`config.mk`:
```
export PLATFORM = sky130hd
export DESIGN_NAME = scr_control_regs
export DESIGN_NICKNAME = d
export VERILOG_FILES = /design/src/hw/scr_pkg.sv /design/src/hw/scr_control_regs.sv
export VERILOG_INCLUDE_DIRS = /design/src /design/src/hw
export SDC_FILE = /design/constraint.sdc
export NUM_CORES = 1
export LEC_CHECK = 0
export ABC_AREA = 1
export BUFFER_PORTS_ARGS = -buffer_cell sky130_fd_sc_hd__clkbuf_2
export CAP_MARGIN = 40
export CORE_MARGIN = 5
export CORE_UTILIZATION = 38
export CTS_CLUSTER_SIZE = 12
export DETAILED_ROUTE_END_ITERATION = 10
export HOLD_SLACK_MARGIN = 0.08
export SLEW_MARGIN = 40
export SYNTH_ARGS = -nofsm -noshare
export SYNTH_HDL_FRONTEND = slang
export SYNTH_SLANG_ARGS = --single-unit
```
`constraint.sdc`:
```
create_clock -name ref_clk -period 1.8 [get_ports ref_clk]
set_input_delay 0.27 -clock ref_clk [delete_from_list [all_inputs] [get_ports ref_clk]]
set_output_delay 0.27 -clock ref_clk [all_outputs]
set_load 0.02 [all_outputs]
```
`src/hw/scr_params.svh`:
```
// constants for the synthesizer control register bank
// assumes inclusion by the bank package, compiled ahead of the bank module
`ifndef SCR_PARAMS_SVH
`define SCR_PARAMS_SVH
// register indices and byte addresses (index times four)
`define SCR_IDX_MAIN        2'h0
`define SCR_IDX_CALDIV      2'h1
`define SCR_IDX_FIXED2      2'h2
`define SCR_ADDR_MAIN       12'h000
`define SCR_ADDR_CALDIV     12'h004
`define SCR_ADDR_FIXED2     12'h008
// reset values
`define SCR_RST_MAIN        16'h221C
`define SCR_RST_CALDIV      16'h0808
`define SCR_RST_FIXED2      16'h0500
// main control word field positions
`define SCR_B_RAMP_GO       15
`define SCR_B_PHASE_SYNC    14
`define SCR_B_ADDR_FREEZE   11
`define SCR_B_OUT_MUTE      9
`define SCR_B_HPD_HI        8
`define SCR_B_HPD_LO        7
`define SCR_B_LPD_HI        6
`define SCR_B_LPD_LO        5
`define SCR_B_CAL_TRIGGER   3
`define SCR_B_READOUT_SEL   2
`define SCR_B_SOFT_RESET    1
`define SCR_B_SLEEP         0
// cal divider field
`define SCR_B_DIV_HI        2
`define SCR_B_DIV_LO        0
// timing: one wait state on every access
`define SCR_WAIT_CYCLES     1
`endif

```
`src/hw/scr_pkg.sv`:
```
// types for the synthesizer control register bank
// assumes scr_params.svh is on the include path
package scr_pkg;
`include "scr_params.svh"

   typedef logic [15:0] scr_word_t;

   typedef struct packed {
      logic       rampStart;
      logic       calStart;
      logic       syncPulse;
      logic       phaseSyncEnable;
      logic       addrFreeze;
      logic       calOutputMute;
      logic [1:0] highPdRange;
      logic [1:0] lowPdRange;
      logic       readoutPinSelect;
      logic       sleepRequest;
      logic [2:0] calClockDiv;
   } scr_ctrl_s;

   typedef enum logic [1:0] {
      SCR_IDLE   = 2'b00,
      SCR_ACCESS = 2'b01,
      SCR_DONE   = 2'b11
   } scr_state_e;
endpackage : scr_pkg

```
`src/hw/scr_control_regs.sv`:
```
// synthesizer control register bank: main control word, cal divider, fixed config
// assumes an APB master on ref_clk; downstream blocks consume the control struct
`timescale 1ns/10ps

module scr_control_regs
   import scr_pkg::*;
(
   // clock and reset
   input  wire logic        ref_clk,
   input  wire logic        rst,
   // apb slave
   input  wire logic        psel,
   input  wire logic        penable,
   input  wire logic        pwrite,
   input  wire logic [11:0] paddr,
   input  wire logic [31:0] pwdata,
   input  wire logic [3:0]  pstrb,
   output logic      [31:0] prdata,
   output logic             pready,
   output logic             pslverr,
   // device status pins
   input  wire logic        lockDetectIn,
   input  wire logic        readbackBitIn,
   input  wire logic        calBusyIn,
   // control outputs
   output scr_ctrl_s        ctrl,
   output logic             multiplexedOutputPin,
   output logic             rfMute,
   output logic             calSmClockEnable
);

   // ***********************************************************
   // decode
   // ***********************************************************
   function automatic logic [1:0] decodeIndex(input logic [11:0] addr, output logic hit);
      hit = 1'b1;
      decodeIndex = 2'h3;
      unique case (addr)
         `SCR_ADDR_MAIN   : decodeIndex = `SCR_IDX_MAIN;
         `SCR_ADDR_CALDIV : decodeIndex = `SCR_IDX_CALDIV;
         `SCR_ADDR_FIXED2 : decodeIndex = `SCR_IDX_FIXED2;
         default          : hit = 1'b0;
      endcase
   endfunction : decodeIndex

   // apply byte strobes to a 16-bit word
   function automatic scr_word_t mergeBytes(input scr_word_t old, input logic [31:0] wd,
                                            input logic [3:0] strb);
      mergeBytes = old;
      if (strb[0]) begin
         mergeBytes[7:0] = wd[7:0];
      end
      if (strb[1]) begin
         mergeBytes[15:8] = wd[15:8];
      end
   endfunction : mergeBytes

   scr_word_t  mainWord;
   scr_word_t  calDivWord;
   scr_word_t  fixedTwoWord;
   scr_state_e state;
   scr_state_e next_state;
   logic       addrHit;
   logic [1:0] regIndex;
   logic       accessDone;
   logic       writeMain;
   scr_word_t  next_main;
   logic       lockMeta;
   logic       lockSync;
   logic       rbMeta;
   logic       rbSync;
   logic       busyMeta;
   logic       busySync;
   logic [7:0] divCount;
   logic [7:0] divLimit;
   logic       softReset;
   logic       writeCalDiv;
   logic       writeFixedTwo;
   logic       loadRead;

   always_comb begin
      regIndex = decodeIndex(paddr, addrHit);
   end

   // ***********************************************************
   // apb handshake: one wait state, then ready
   // ***********************************************************
   always_comb begin
      next_state = state;
      unique case (state)
         SCR_IDLE   : if (psel && !penable) next_state = SCR_ACCESS;
         SCR_ACCESS : next_state = SCR_DONE;
         SCR_DONE   : next_state = (psel && !penable) ? SCR_ACCESS : SCR_IDLE;
      endcase
   end

   always_ff @(posedge ref_clk) begin
      if (rst) begin
         state <= SCR_IDLE;
      end else begin
         state <= next_state;
      end
   end

   assign pready     = (state == SCR_DONE) && psel && penable;
   assign pslverr    = pready && !addrHit;
   assign accessDone = pready && addrHit;
   assign writeMain  = accessDone && pwrite && (regIndex == `SCR_IDX_MAIN);

   always_comb begin
      next_main = mergeBytes(mainWord, pwdata, pstrb);
   end

   // ***********************************************************
   // write strobes and read load
   // ***********************************************************
   // soft reset rides on the same completed write as every other side effect
   assign softReset     = writeMain && next_main[`SCR_B_SOFT_RESET];
   assign writeCalDiv   = accessDone && pwrite && (regIndex == `SCR_IDX_CALDIV);
   assign writeFixedTwo = accessDone && pwrite && (regIndex == `SCR_IDX_FIXED2);
   // read data is loaded in the wait cycle so it stands when pready rises
   assign loadRead      = (state == SCR_ACCESS) && psel && !pwrite;

   // ***********************************************************
   // registers
   // ***********************************************************
   // main control word; the default has the reset bit clear, so the
   // bit reads back zero after a soft reset without further logic
   always_ff @(posedge ref_clk) begin
      if (rst) begin
         mainWord <= `SCR_RST_MAIN;
      end else if (softReset) begin
         mainWord <= `SCR_RST_MAIN;
      end else if (writeMain) begin
         mainWord <= next_main;
      end
   end

   // calibration divider; soft reset wins over nothing here, since a
   // write to this word and a soft reset never share a cycle
   always_ff @(posedge ref_clk) begin
      if (rst) begin
         calDivWord <= `SCR_RST_CALDIV;
      end else if (softReset) begin
         calDivWord <= `SCR_RST_CALDIV;
      end else if (writeCalDiv) begin
         calDivWord <= mergeBytes(calDivWord, pwdata, pstrb);
      end
   end

   // fixed configuration word, restored by soft reset as well
   always_ff @(posedge ref_clk) begin
      if (rst) begin
         fixedTwoWord <= `SCR_RST_FIXED2;
      end else if (softReset) begin
         fixedTwoWord <= `SCR_RST_FIXED2;
      end else if (writeFixedTwo) begin
         fixedTwoWord <= mergeBytes(fixedTwoWord, pwdata, pstrb);
      end
   end

   // ***********************************************************
   // read data
   // ***********************************************************
   always_ff @(posedge ref_clk) begin
      if (rst) begin
         prdata <= 32'h0000_0000;
      end else if (loadRead) begin
         unique case (regIndex)
            `SCR_IDX_MAIN   : prdata <= {16'h0000, mainWord};
            `SCR_IDX_CALDIV : prdata <= {16'h0000, calDivWord};
            `SCR_IDX_FIXED2 : prdata <= {16'h0000, fixedTwoWord};
            default         : prdata <= 32'h0000_0000;
         endcase
      end
   end

   // ***********************************************************
   // write side effects, one-cycle pulses
   // ***********************************************************
   // every completed main-word write with the go bit starts a ramp, even
   // one meant only to retrigger calibration
   always_ff @(posedge ref_clk) begin
      if (rst) begin
         ctrl.rampStart <= 1'b0;
      end else begin
         ctrl.rampStart <= writeMain && next_main[`SCR_B_RAMP_GO];
      end
   end

   // calibration restarts on each write carrying the trigger bit
   always_ff @(posedge ref_clk) begin
      if (rst) begin
         ctrl.calStart <= 1'b0;
      end else begin
         ctrl.calStart <= writeMain && next_main[`SCR_B_CAL_TRIGGER];
      end
   end

   // sync pulse only on a zero-to-one change of the stored enable bit
   always_ff @(posedge ref_clk) begin
      if (rst) begin
         ctrl.syncPulse <= 1'b0;
      end else begin
         ctrl.syncPulse <= writeMain && next_main[`SCR_B_PHASE_SYNC]
                           && !mainWord[`SCR_B_PHASE_SYNC];
      end
   end

   // ***********************************************************
   // static controls
   // ***********************************************************
   // levels from the main word, one cycle behind the register
   always_ff @(posedge ref_clk) begin
      if (rst) begin
         ctrl.phaseSyncEnable  <= 1'b0;
         ctrl.addrFreeze       <= 1'b0;
         ctrl.calOutputMute    <= 1'b1;
         ctrl.highPdRange      <= 2'b00;
         ctrl.lowPdRange       <= 2'b00;
         ctrl.readoutPinSelect <= 1'b1;
         ctrl.sleepRequest     <= 1'b0;
      end else begin
         ctrl.phaseSyncEnable  <= mainWord[`SCR_B_PHASE_SYNC];
         ctrl.addrFreeze       <= mainWord[`SCR_B_ADDR_FREEZE];
         ctrl.calOutputMute    <= mainWord[`SCR_B_OUT_MUTE];
         ctrl.highPdRange      <= mainWord[`SCR_B_HPD_HI:`SCR_B_HPD_LO];
         ctrl.lowPdRange       <= mainWord[`SCR_B_LPD_HI:`SCR_B_LPD_LO];
         ctrl.readoutPinSelect <= mainWord[`SCR_B_READOUT_SEL];
         ctrl.sleepRequest     <= mainWord[`SCR_B_SLEEP];
      end
   end

   // divider code for the calibration engine
   always_ff @(posedge ref_clk) begin
      if (rst) begin
         ctrl.calClockDiv <= 3'h0;
      end else begin
         ctrl.calClockDiv <= calDivWord[`SCR_B_DIV_HI:`SCR_B_DIV_LO];
      end
   end

   // ***********************************************************
   // pin inputs synchronised
   // ***********************************************************
   // only the second flop of each pair is read by logic
   always_ff @(posedge ref_clk) begin
      if (rst) begin
         lockMeta <= 1'b0;
         lockSync <= 1'b0;
      end else begin
         lockMeta <= lockDetectIn;
         lockSync <= lockMeta;
      end
   end

   always_ff @(posedge ref_clk) begin
      if (rst) begin
         rbMeta <= 1'b0;
         rbSync <= 1'b0;
      end else begin
         rbMeta <= readbackBitIn;
         rbSync <= rbMeta;
      end
   end

   always_ff @(posedge ref_clk) begin
      if (rst) begin
         busyMeta <= 1'b0;
         busySync <= 1'b0;
      end else begin
         busyMeta <= calBusyIn;
         busySync <= busyMeta;
      end
   end

   // ***********************************************************
   // pin outputs
   // ***********************************************************
   always_ff @(posedge ref_clk) begin
      if (rst) begin
         multiplexedOutputPin <= 1'b0;
      end else begin
         multiplexedOutputPin <= ctrl.readoutPinSelect ? lockSync : rbSync;
      end
   end

   // mute follows the engine's busy flag only while the mute bit is set
   always_ff @(posedge ref_clk) begin
      if (rst) begin
         rfMute <= 1'b0;
      end else begin
         rfMute <= busySync && ctrl.calOutputMute;
      end
   end

   // ***********************************************************
   // cal state machine clock enable: one in 2^div cycles
   // ***********************************************************
   // last count of a divider period; code 7 still fits the 8-bit counter
   function automatic logic [7:0] divTerminal(input logic [2:0] div);
      divTerminal = (8'h01 << div) - 8'h01;
   endfunction : divTerminal

   always_comb begin
      divLimit = divTerminal(ctrl.calClockDiv);
   end

   // counter is held clear while no calibration runs, so every run
   // starts with a full divider period
   always_ff @(posedge ref_clk) begin
      if (rst || !busySync) begin
         divCount         <= 8'h00;
         calSmClockEnable <= 1'b0;
      end else begin
         if (divCount >= divLimit) begin
            divCount         <= 8'h00;
            calSmClockEnable <= 1'b1;
         end else begin
            divCount         <= divCount + 8'h01;
            calSmClockEnable <= 1'b0;
         end
      end
   end

endmodule : scr_control_regs

```
Yosys cells after proc, flatten, opt, wreduce, memory -nomap -nowiden
Cells that the tools add are included.

Memories kept: 0. Output and inout port bits: 52. Bits in writable memories: 0. Bits in read-only memories: 0. Word-level logic and storage cells: 86. Input port bits: 56. Register bits: 114. Bits in latches: 0.

Div/mod/pow operators: 0. Bitwise logic cells: 0. Reductions and logical operators: 35. $add $sub $neg: 2. Multiply operators: 0. Mux-type cells: 10. $lt $le $gt $ge: 1. Equal/unequal tests: 7. Shift operators: 1.

Operator list (number): $pmux 16 s3 (1); $logic_and 1x1->1 (17); $eq 12x3->1 const B (1); $eq 12x4->1 const B (1); $logic_not 12->1 (1); $pmux 2 s3 (2); $reduce_and 2->1 (6); $add 8x1->8 const B (1); $ge 8x8->1 (1); $mux 8 (1); $shl 1x3->8 const A (1); $sub 8x1->8 const B (1); $logic_not 1->1 (5); $eq 2x1->1 const B (2); $eq 2x2->1 const B (2); $logic_not 2->1 (2); $mux 1 (4); $mux 4 (1); $reduce_or 2->1 (2); $reduce_or 3->1 (1); $mux 2 (1); $ne 2x2->1 const B (1); $logic_or 1x1->1 (1).

Longest topological paths before layout
Word-level depth: 8. Depth in mapped cells: 10. Mapped depth without buffers: 10.

Least setup slack after synthesis
No wires, ideal clock.

Kind: reg2reg. Start: reg ctrl[1] (netlist bit). End: reg divCount[7]. Data arrival time: 1.458 ns. Setup time: 0.125 ns. Stages on the path, launching flop included: 8. Buffers on the path: 0. Required time: 1.675 ns. Period minus slack after synthesis: 1.583 ns. Setup slack: 0.217 ns. Path through: dfxtp_1 nand3_1 ha_1 nand2_1 nor2_1 nand4_1 nand4_1 nor2_1.

Word-level cells in the longest chain between the ends: 4.

RTL lines: start, declared (RTL line scr_control_regs.sv:26) `output scr_ctrl_s ctrl,`; $shl 1x3->8 (RTL line scr_control_regs.sv:302) `divTerminal = (8'h01 << div) - 8'h01;`; $sub 8x1->8 (RTL line scr_control_regs.sv:302); $ge 8x8->1 (RTL line scr_control_regs.sv:316) `if (divCount >= divLimit) begin`; $reduce_or 2->1 (no line); end signal, assigned (RTL line scr_control_regs.sv:320) `divCount <= divCount + 8'h01;`; end, declared (RTL line scr_control_regs.sv:74) `logic [7:0] divCount;`.

Every way passes these cells. A chain may end at the register's enable or synchronous reset.

Worst setup path after layout
Start: reg state[1]. End: reg fixedTwoWord[6].

Word-level cells in the longest chain between the ends: 8. Elaborated cells on any way between the ends: 10. Classes of those cells: eq/ne: 1; reduce/logical: 9.

RTL lines: start, declared (RTL line scr_control_regs.sv:61) `scr_state_e state;`; start signal, assigned (RTL line scr_control_regs.sv:101) `state <= next_state;`; $eq 2x2->1 (*) (RTL line scr_control_regs.sv:105) `assign pready = (state == SCR_DONE) && psel && penable;`; $logic_and 1x1->1 (*) (2 in a row) (RTL line scr_control_regs.sv:105); $logic_and 1x1->1 (*) (RTL line scr_control_regs.sv:107) `assign accessDone = pready && addrHit;`; $logic_and 1x1->1 (*) (RTL line scr_control_regs.sv:108, scr_control_regs.sv:120); $logic_and 1x1->1 (RTL line scr_control_regs.sv:108) `` assign writeMain = accessDone && pwrite && (regIndex == `SCR_IDX_MAIN); ``; $logic_and 1x1->1 (RTL line scr_control_regs.sv:118) `` assign softReset = writeMain && next_main[`SCR_B_SOFT_RESET]; ``; $reduce_or 2->1 (no line); end signal, assigned (RTL line scr_control_regs.sv:154) `` fixedTwoWord <= `SCR_RST_FIXED2; ``; end signal, assigned (RTL line scr_control_regs.sv:156) `` fixedTwoWord <= `SCR_RST_FIXED2; ``; end signal, assigned (RTL line scr_control_regs.sv:158) `fixedTwoWord <= mergeBytes(fixedTwoWord, pwdata, pstrb);`; end, declared (RTL line scr_control_regs.sv:60) `scr_word_t fixedTwoWord;`.

Every way passes the cells marked *; elsewhere a longest branch is shown, timed or not.

==> results.md <==
- Via density: 4.70
- Input/output buffers: 73
- Clock-pin slew on the worst setup and hold paths: 60 ps
- Maximum capacitance violations: 0
- Async SR Flop Fraction: 0
- Gr usage total: 0.168
- Pre-antenna DRT Iters: 4
- Yosys warning count: 0
- Leakage: 2.49 nW
- Post-route antenna net violation count: 0
- DIE AREA: 14000 um^2
- Critical Path AT: 1880 ps
- Layout cells sized above 1: 0.193
- Most frequent cells in the layout: nand2_1 (134), dfxtp_1 (98), nand3_1 (95), nor2_1 (79), clkbuf_2 (73)
- Reg2Reg Depth: 10
- Seq/Total Area, Yosys: 0.438
- Crit. End Element: register
- Worst Path Required: 2040 ps
- Largest fanout on the critical path: 30
- Fin. Hold Viols: 0
- Final Util: 0.461
- CP cell instances: nand2_1 > nor2_4 > nand2_2 > inv_2 > nand3_4 > nor2_1 > nor2_2 > buf_6 > nand2_1 > nor2_2
- FMAX: 609 MHz
- Setup crit start kind: register
- # setup viols final: 0
- Final setup skew: 6.89 ps
- Post-Synth Adder-Cell Area: 0.0252
- Cell family with most CP delay: simple AND/OR/NAND/NOR gates
- Mux cell area share after synthesis: 0.00224
- Post-synth EDFFs: 0
- Cell Area, Placed: 4950 um^2
- GPL Wtd Cong: 0.828
- VDD IR-drop max: 488 uV
- Critical path start-end classification: register to register
- FF+latch count, synth: 98
- Detailed placement HPWL: 8240 um
- Final nets: 760
- Final Cycle Share: 0.912
- Simple-gate share of the synthesized area: 0.350
- Cell area after layout: 5290 um^2
- DRT iter0 DRCs: 270
- Core region area: 11500 um^2
- Total number of vias: 3962
- Fin crit period: 1640 ps
- CTS Hold Bufs: 0
- Maximum clock path buffer count: 2
- Cell Pwr Density: 842 nW/um^2
- Synth cell types: 33
- Chip width: 119 um
- Rows: 39
- DRC: 0
- IO Pins: 108
- Top FF cell, synth: dfxtp_1
- Post-synthesis compound-gate area fraction: 0.0562
- Area share of xor/xnor cells in the synthesized design: 0.0117
- Most common cell after layout, fill and taps aside: nand2_1
- Grt total ovfl: 0
- CTS tree: built
- Starting Density: 0.390
- Buf+Inv Stages, Crit Path: 2
- Vias in the first global route: 3804
- CP max stage cell: dfxtp_1
- Post-synthesis cell count: 617
- Largest family of logic cells by synthesized area: simple AND/OR/NAND/NOR gates
- H-tree Lvls: 3
- Final Max Slew Viols: 0
- Max stage delay on crit path: 350 ps
- Num CTS Buffers: 9
- Die Y: 119 um
- Clock Sink Count: 98
- Hold Path Cell Cnt: 3
- Wire per inst: 13.6 um
- Crit. path cell count: 10
- Hold Path Class: input pin to register
- Initial antenna violation count: 0
- Largest net degree at the start of global routing: 33
- Mean Syn Cell Area: 7.25 um^2
- Synthesis-to-layout area growth: 18.1%
- Post-Route WL: 11400 um
- Clk root buf: clkbuf_16
- First-pass GRT wire length: 19200 um
- Status: completed
- Synthesized area: 4470 um^2
- Antenna cells: 0
- Worst-Skew Late Latency: 340 ps
-- tightest hold or removal path, stage by stage --
cell and delay, ps:
clkbuf_2 80, inv_1 40, nor2_1 30
-- where the power goes --
group	switching, W	total, W	leakage [nW]	internal (W)
Combinational	0.000166	0.000228	1.54	0.0000623
Sequential	0.00000416	0.00218	0.791	0.00218
Clock	0.000826	0.00204	0.151	0.00121
Total	0.000996	0.00445	2.49	0.00346
-- registers in the layout (all words and copies together) (netlist names) --
register,cells
divCount,8
lockSync,1
calSmClockEnable,1
rbMeta,1
fixedTwoWord,16
state,2
busySync,1
lockMeta,1
mainWord,16
busyMeta,1
rfMute,1
multiplexedOutputPin,1
calDivWord,16
rbSync,1
ctrl,15
prdata,16
-- per-stage QoR --
stage	instances	power (W)	hold slack, ps	setup TNS [ps]	setup slack [ps]
global placement	826	0.00246	398	0	108
detailed placement	826	0.00246	397	0	72.7
finish	843	0.00445	115	0	159
global route	843	0.00462	122	-0.624	-0.624
floorplan	632	0.00239	377	0	217
CTS	842	0.00451	106	0	56.2
-- repair_timing --
action                     CTS  global route
setup endpoints to repair    0            29
setup buffers                0             1
resized for setup            0             1
-- layer usage --
metal / track usage / routed length, um / up-vias
li1: - / - / 2076
met1: 0.231 / 5330 / 1750
met2: 0.259 / 5050 / 119
met3: 0.0320 / 821 / 17
met4: 0.0695 / 238 / 0
met5: 0 / 0 / -
-- Yosys cell counts, types with 4 or more instances --
library cell | number | area, um^2
nand2_1 | 134 | 503
dfxtp_1 | 98 | 1960
nand3_1 | 95 | 475
nor2_1 | 79 | 297
inv_1 | 67 | 251
a21oi_1 | 36 | 180
buf_4 | 17 | 128
nor2_2 | 13 | 81.3
buf_2 | 9 | 45.0
ha_1 | 9 | 113
nand4_1 | 9 | 56.3
clkbuf_1 | 8 | 30.0
o21ai_0 | 7 | 35.0
inv_2 | 4 | 15.0
-- final cells by class --
type / count / area, um^2
Fill cell: 1152 / 6180
Multi-Input combinational cell: 424 / 2060
Sequential cell: 98 / 1960
Timing Repair Buffer: 90 / 497
Inverter: 72 / 272
Clock buffer: 9 / 225
Tap cell: 143 / 179
Clock inverter: 7 / 93.8
-- final timing paths --
kind	start	endpoint	slack, ps
min reg2reg	lockMeta	lockSync	410
max	state[1]	fixedTwoWord[6]	160
min	calBusyIn	busyMeta	120
max reg2reg	state[1]	fixedTwoWord[6]	160
-- kinds of logic after synthesis --
family | after synthesis
XOR/XNOR | 6
multiplexers | 1
buffers and inverters | 110
flip-flops | 98
other | 2
adder cells (fa/ha/maj) | 9
AO/OA/AOI/OAI | 48
AND/OR/NAND/NOR | 343
(Power assumes the default switching activity.)
